--- src/common/pac_defines.svh ---
`ifndef PAC_DEFINES_SVH
`define PAC_DEFINES_SVH

// Register word indexes on the management port
`define PAC_ADDR_PARTNER 5'h05
`define PAC_ADDR_IRQ_STATUS 5'h10
`define PAC_ADDR_IRQ_MASK 5'h11
`define PAC_ADDR_CONTROL 5'h12
`define PAC_ADDR_BASE_COPY 5'h13
`define PAC_ADDR_STATE 5'h14

// Partner ability page fields
`define PAC_BIT_NEXT_PAGE_REQUEST 15
`define PAC_BIT_ACK 14
`define PAC_BIT_FAR_END_FAULT 13
`define PAC_BIT_RESERVED 12
`define PAC_BIT_ONE_WAY_FLOW 11
`define PAC_BIT_PAUSE 10
`define PAC_BIT_T4 9
`define PAC_BIT_HUNDRED_FULL 8
`define PAC_BIT_HUNDRED 7
`define PAC_BIT_TEN_FULL 6
`define PAC_BIT_TEN 5
`define PAC_SEL_MSB 4
`define PAC_SEL_LSB 0

// Interrupt status and mask bits
`define PAC_EVT_BASE_RX 0
`define PAC_EVT_NEXT_RX 1
`define PAC_EVT_FAULT 2
`define PAC_EVT_CHANGE 3
`define PAC_EVT_VIEW_NEXT 4
`define PAC_EVT_WIDTH 5

// Control register bits
`define PAC_CTL_NEXT_PAGE_EN 0

// Reset values
`define PAC_PAGE_RESET 16'h0000
`define PAC_MASK_RESET 5'h00
`define PAC_CTL_NEXT_PAGE_EN_RESET 1'b1

`endif

--- src/common/pac_pkg.sv ---
package pac_pkg;

  typedef logic [15:0] pac_word_type;
  typedef logic [4:0] pac_addr_type;
  typedef logic [4:0] pac_event_type;

  typedef enum logic {
    VIEW_BASE,
    VIEW_NEXT
  } pac_view_type;

  typedef struct packed {
    pac_word_type basePage;
    pac_word_type nextPage;
    logic nextSeen;
    logic baseLoaded;
    logic nextLoaded;
  } pac_capture_state_type;

  typedef struct packed {
    pac_view_type view;
    pac_word_type rdData;
    pac_event_type status;
    pac_event_type mask;
    logic nextPageOn;
    logic irq;
    pac_word_type prevBase;
  } pac_main_state_type;

endpackage

--- src/common/pac_cap_if.sv ---
`timescale 1ns/1ps
interface pac_cap_if;
  import pac_pkg::*;
  pac_word_type basePage;
  pac_word_type nextPage;
  logic nextSeen;
  logic baseLoaded;
  logic nextLoaded;

  modport cap (
    output basePage,
    output nextPage,
    output nextSeen,
    output baseLoaded,
    output nextLoaded
  );

  modport user (
    input basePage,
    input nextPage,
    input nextSeen,
    input baseLoaded,
    input nextLoaded
  );
endinterface

--- src/verilog/pac_word_capture.sv ---
`timescale 1ns/1ps
`include "pac_defines.svh"
module pac_word_capture (
  input wire logic clk,
  input wire logic rst_n,
  input wire logic wordStrobe,
  input wire logic wordError,
  input wire logic wordIsNext,
  input wire pac_pkg::pac_word_type word,
  input wire logic negRestart,
  pac_cap_if.cap capBus
);
  import pac_pkg::*;

  pac_capture_state_type state;
  pac_capture_state_type next_state;
  logic wordGood;

  // Damaged or partial words never reach the register
  assign wordGood = wordStrobe && !wordError;

  always_comb begin
    next_state = state;
    next_state.baseLoaded = 1'b0;
    next_state.nextLoaded = 1'b0;
    if (negRestart) begin
      // Old next page must not shadow a fresh base page
      next_state.nextSeen = 1'b0;
    end
    if (wordGood && !wordIsNext) begin
      next_state.basePage = word;
      next_state.basePage[`PAC_BIT_RESERVED] = 1'b0;
      next_state.baseLoaded = 1'b1;
    end
    if (wordGood && wordIsNext) begin
      next_state.nextPage = word;
      next_state.nextSeen = 1'b1;
      next_state.nextLoaded = 1'b1;
    end
  end

  always_ff @(posedge clk or negedge rst_n) begin
    if (!rst_n) begin
      state.basePage <= `PAC_PAGE_RESET;
      state.nextPage <= `PAC_PAGE_RESET;
      state.nextSeen <= 1'b0;
      state.baseLoaded <= 1'b0;
      state.nextLoaded <= 1'b0;
    end else begin
      state <= next_state;
    end
  end

  assign capBus.basePage = state.basePage;
  assign capBus.nextPage = state.nextPage;
  assign capBus.nextSeen = state.nextSeen;
  assign capBus.baseLoaded = state.baseLoaded;
  assign capBus.nextLoaded = state.nextLoaded;
endmodule

--- src/verilog/pac_partner_ability.sv ---
`timescale 1ns/1ps
`include "pac_defines.svh"
module pac_partner_ability (
  input wire logic clk,
  input wire logic rst_n,
  input wire pac_pkg::pac_addr_type regAddr,
  input wire pac_pkg::pac_word_type regWrData,
  input wire logic regWr,
  input wire logic regRd,
  output pac_pkg::pac_word_type regRdData,
  input wire logic wordStrobe,
  input wire logic wordError,
  input wire logic wordIsNext,
  input wire pac_pkg::pac_word_type word,
  input wire logic negRestart,
  input wire logic negComplete,
  output logic nextPageEnable,
  output logic irq
);
  import pac_pkg::*;

  pac_cap_if capBus ();

  pac_main_state_type state;
  pac_main_state_type next_state;
  pac_word_type partnerView;
  pac_event_type events;
  pac_event_type statusKept;
  logic showNext;

  pac_word_capture capture (
    .clk(clk),
    .rst_n(rst_n),
    .wordStrobe(wordStrobe),
    .wordError(wordError),
    .wordIsNext(wordIsNext),
    .word(word),
    .negRestart(negRestart),
    .capBus(capBus)
  );

  // Next page view only after a finished exchange with next pages on
  assign showNext = state.nextPageOn && negComplete && capBus.nextSeen;

  always_comb begin
    if (state.view == VIEW_NEXT) begin
      partnerView = capBus.nextPage;
    end else begin
      partnerView = capBus.basePage;
    end
  end

  always_comb begin
    events = '0;
    events[`PAC_EVT_BASE_RX] = capBus.baseLoaded;
    events[`PAC_EVT_NEXT_RX] = capBus.nextLoaded;
    events[`PAC_EVT_FAULT] = capBus.baseLoaded
      && capBus.basePage[`PAC_BIT_FAR_END_FAULT];
    events[`PAC_EVT_CHANGE] = capBus.baseLoaded
      && (capBus.basePage != state.prevBase);
    events[`PAC_EVT_VIEW_NEXT] = showNext && (state.view == VIEW_BASE);
  end

  // Read clears status, but a same-cycle event survives
  always_comb begin
    if (regRd && regAddr == `PAC_ADDR_IRQ_STATUS) begin
      statusKept = '0;
    end else begin
      statusKept = state.status;
    end
  end

  always_comb begin
    next_state = state;
    next_state.status = statusKept | events;
    if (capBus.baseLoaded) begin
      next_state.prevBase = capBus.basePage;
    end

    unique case (state.view)
      VIEW_BASE: begin
        if (showNext) begin
          next_state.view = VIEW_NEXT;
        end
      end
      VIEW_NEXT: begin
        if (!showNext) begin
          next_state.view = VIEW_BASE;
        end
      end
    endcase

    // Only mask and control accept writes; 05h has no write path
    if (regWr) begin
      unique case (regAddr)
        `PAC_ADDR_IRQ_MASK: begin
          next_state.mask = regWrData[`PAC_EVT_WIDTH-1:0];
        end
        `PAC_ADDR_CONTROL: begin
          next_state.nextPageOn = regWrData[`PAC_CTL_NEXT_PAGE_EN];
        end
        default: begin
          next_state.mask = state.mask;
        end
      endcase
    end

    next_state.rdData = '0;
    if (regRd) begin
      unique case (regAddr)
        `PAC_ADDR_PARTNER: begin
          next_state.rdData = partnerView;
        end
        `PAC_ADDR_IRQ_STATUS: begin
          next_state.rdData = {11'h000, state.status};
        end
        `PAC_ADDR_IRQ_MASK: begin
          next_state.rdData = {11'h000, state.mask};
        end
        `PAC_ADDR_CONTROL: begin
          next_state.rdData = {15'h0000, state.nextPageOn};
        end
        `PAC_ADDR_BASE_COPY: begin
          next_state.rdData = capBus.basePage;
        end
        `PAC_ADDR_STATE: begin
          next_state.rdData = {13'h0000, negComplete, capBus.nextSeen,
            state.view == VIEW_NEXT};
        end
        default: begin
          next_state.rdData = '0;
        end
      endcase
    end

    // Level interrupt from the next value keeps it aligned with status
    next_state.irq = |(next_state.status & next_state.mask);
  end

  always_ff @(posedge clk or negedge rst_n) begin
    if (!rst_n) begin
      state.view <= VIEW_BASE;
      state.rdData <= `PAC_PAGE_RESET;
      state.status <= '0;
      state.mask <= `PAC_MASK_RESET;
      state.nextPageOn <= `PAC_CTL_NEXT_PAGE_EN_RESET;
      state.irq <= 1'b0;
      state.prevBase <= `PAC_PAGE_RESET;
    end else begin
      state <= next_state;
    end
  end

  assign regRdData = state.rdData;
  assign nextPageEnable = state.nextPageOn;
  assign irq = state.irq;
endmodule

--- config.mk ---
export PLATFORM = sky130hd
export DESIGN_NAME = pac_partner_ability
export DESIGN_NICKNAME = d
export VERILOG_FILES = /design/src/common/pac_pkg.sv /design/src/common/pac_cap_if.sv /design/src/verilog/pac_word_capture.sv /design/src/verilog/pac_partner_ability.sv
export VERILOG_INCLUDE_DIRS = /design/src /design/src/common
export SDC_FILE = /design/constraint.sdc
export NUM_CORES = 1
export LEC_CHECK = 0
export ABC_AREA = 1
export BUFFER_PORTS_ARGS = -buffer_cell sky130_fd_sc_hd__buf_2
export CAP_MARGIN = 20
export CORE_ASPECT_RATIO = 0.9
export CORE_MARGIN = 1.5
export CORE_UTILIZATION = 47
export DETAILED_ROUTE_END_ITERATION = 8
export HOLD_SLACK_MARGIN = 0.12
export PLACE_DENSITY = 0.69
export SETUP_SLACK_MARGIN = 0.1
export SLEW_MARGIN = 40
export SYNTH_ARGS = -nofsm -noshare
export SYNTH_HDL_FRONTEND = slang
export SYNTH_SLANG_ARGS = --single-unit
--- constraint.sdc ---
create_clock -name clk -period 1.55 [get_ports clk]
set_clock_uncertainty 0.05 [all_clocks]
set_input_delay 0.2325 -clock clk [delete_from_list [all_inputs] [get_ports clk]]
set_output_delay 0.2325 -clock clk [all_outputs]
set_load 0.1 [all_outputs]
==> results.toml <==
[worst_setup_path]
reg2reg_slack_ps = 190
critical_path_required_ps = 1270
cp_max_fo = 2
max_stage_delay_ps = 640
cp.arrival_ps = 1160
cp_num_buf_inv = 1
criticalPathCategory = "reg2out"
cp_num_cells = 1
cp_cell_sequence = "buf_12"
endpoint = "nextPageEnable"
cp-start-kind = "register"
cpMaxStageDelayCell = "dfstp_4"
critPathCaptureType = "primary output"
r2r_cells = 9
critical_path.startpoint = "nextPageEnable"
r2r-end = "irq"
crit-reg2reg-launch = "nextPageEnable"
crit_family = "flip-flops"

[place]
io_buffer_count = 52
gp_congestion = 0.851
dp_hpwl_mm = 5.45

[synthesis]
syn_inst = 453
ys_async_sr_fraction = 1.00
avgSynthCellArea_um2 = 7.96
yosys_most_used_dff = "dfrtp_1"
synthesis.area_um2 = 3600
syn_nets = 499
yosysSeqAreaShare = 0.542
ys_warn_count = 0
synth_edf_count = 0
yosys_register_bits = 78
ys_types = 23

[routing]
viasPerCell = 4.75
wl_mm = 7.79
wl_per_cell_um = 12.5
vias = 2967
ant_nets = 0
drt_iter0_drc = 188
firstDrtPassIters = 4
drc = 0

[grt]
grt_use_total = 0.210
antenna_found_initial = 0
grt_pass1_vias = 2824
grt_pass1_wl_mm = 13.0
gr-total-overflow = 0
grt_max_degree = 79

[sta]
rsz0062_at_grt = "true"
maxSlewHeadroom = 0.677
fin_crit_ps = 1440
final-hold-violation-count = 0
worst_slew_pin_slew_ps = 488
whs_ps = 138
setup_viol = 0
min_period_over_period = 0.930
drv_slew = 0
fin_setup_tns_ps = 0
max_freq_mhz = 694

[run]
maxCapViolations = 0

[clock_tree]
clk_latency_ps = 360
clkSlewWorstSetupHoldPaths_ps = 80
cts_buffers = 9
cts_sinks = 78
clock-root-buffer = "clkbuf_8"
cts_tree = "built"
h-tree-depth = 3
cts_buffer_depth = 2

[die]
initial_core_util = 0.483
num_rows = 30
die_area_um2 = 8200
die_h_um = 86.1
die_w_um = 95.3
core_um2 = 7470
io_pins = 64

[cells_and_area]
num_antenna_cells = 0
nNetsFinal = 570
fillers = 662
areaGrowthSynthToFinish_pct = 22.5
final_layout_size_suffix_gt1_frac = 0.202

[pwr]
p_per_area_nw_per_um2 = 1180
ir_worst_vdd_uv = 469
p_leak_nw = 2.29

[worst_hold_path]
hold_class = "in2reg"

[outcome]
outcome = "finished clean"
[logic make-up (layout without fill, tap and decap cells)]
family | after synthesis | after routing | share of synthesized area
AO/OA/AOI/OAI | 50 | 50 | 0.0739
XOR/XNOR | 1 | 1 | 0.00243
buffers and inverters | 78 | 154 | 0.105
flip-flops | 78 | 78 | 0.542
AND/OR/NAND/NOR | 246 | 246 | 0.277
[area by class of cell]
| cell class | instances | area (um^2) | area share |
|---|---|---|---|
| Clock buffer | 9 | 124 | 0.0281 |
| Timing Repair Buffer | 90 | 636 | 0.144 |
| Inverter | 48 | 180 | 0.0408 |
| Sequential cell | 78 | 1970 | 0.445 |
| Clock inverter | 7 | 105 | 0.0238 |
| Multi-Input combinational cell | 297 | 1280 | 0.291 |
| Tap cell | 96 | 120 | 0.0272 |
[cell usage after synthesis, types with 3 or more instances]
cell / instances / area (um^2)
buf_2: 5 / 25.0
inv_2: 5 / 18.8
o21ai_0: 30 / 150
buf_4: 18 / 135
nand3_1: 20 / 100
nor3_1: 5 / 25.0
nand2_1: 193 / 724
a21oi_1: 16 / 80.1
nand2_2: 3 / 18.8
clkbuf_1: 6 / 22.5
dfrtp_1: 77 / 1930
inv_1: 43 / 161
nor2_1: 20 / 75.1
[routing by layer]
metal,global-route usage,vias to the layer above,share of wire
met5,0,-,0
met1,0.304,1381,0.50
met2,0.304,55,0.44
met3,0.0603,10,0.047
met4,0.0638,0,0.014
li1,-,1521,-
[worst min path at each step]
| stage | from | endpoint | slack, ps | cells past startpoint |
|---|---|---|---|---|
| after global placement | rst_n | regRdData[11] | 250 | 2 |
| after global routing | regWr | nextPageEnable | 140 | 3 |
| after floorplan | rst_n | capture.capBus.baseLoaded | -110 | 0 |
| after detailed placement | rst_n | regRdData[8] | 250 | 2 |
| after CTS | regWr | nextPageEnable | 120 | 3 |
| final | regWr | nextPageEnable | 140 | 3 |
[stage by stage]
step | std cells | instance area [um^2] | power (mW) | utilization | setup WS, ps
2_1_floorplan | 453 | 3610 | 3.11 | - | 159
3_3_place_gp | 578 | 3880 | 3.37 | 0.519 | 121
3_5_place_dp | 578 | 3880 | 3.40 | 0.519 | 99.1
4_1_cts | 620 | 4360 | 5.19 | 0.584 | 98.8
5_1_grt | 625 | 4410 | 5.52 | 0.591 | 78.9
6_report | 625 | 4410 | 5.20 | 0.591 | 109
[flip-flops by register name, summed over array words and instances (netlist names)]
register	cells
state	26
capture.capBus.nextSeen	1
capture.capBus.nextLoaded	1
irq	1
capture.capBus.baseLoaded	1
capture.capBus.nextPage	16
regRdData	16
nextPageEnable	1
capture.capBus.basePage	15
[layout by cell type (no fill, tap or decap), drive strengths merged]
| master | instances |
|---|---|
| clkinvlp | 1 |
| dfstp | 1 |
| dlygate4sd3 | 25 |
| o21a | 1 |
| nor2 | 22 |
| clkbuf | 9 |
| xnor2 | 1 |
| buf | 65 |
| a31oi | 2 |
| a21oi | 16 |
| inv | 51 |
| clkinv | 1 |
| dfrtp | 77 |
| nand2 | 196 |
| bufinv | 2 |
| nand3 | 21 |
| o21ai | 31 |
| nor3 | 7 |
[timing repair]
item                       4_1_cts  5_1_grt
setup endpoints to repair        1        2
resized for setup                0       10
hold endpoints to repair       115        0
buffers inserted                 1        5
pin swaps                        0        7
hold buffers                    25        0
[power by group]
group | switching, mW | internal [mW] | total (mW) | leakage [nW]
Clock | 0.808 | 0.931 | 1.74 | 0.112
Sequential | 0.202 | 2.32 | 2.52 | 0.965
Combinational | 0.600 | 0.345 | 0.946 | 1.21
Total | 1.61 | 3.59 | 5.20 | 2.29
Note: power is estimated with default switching activity, not from simulation.
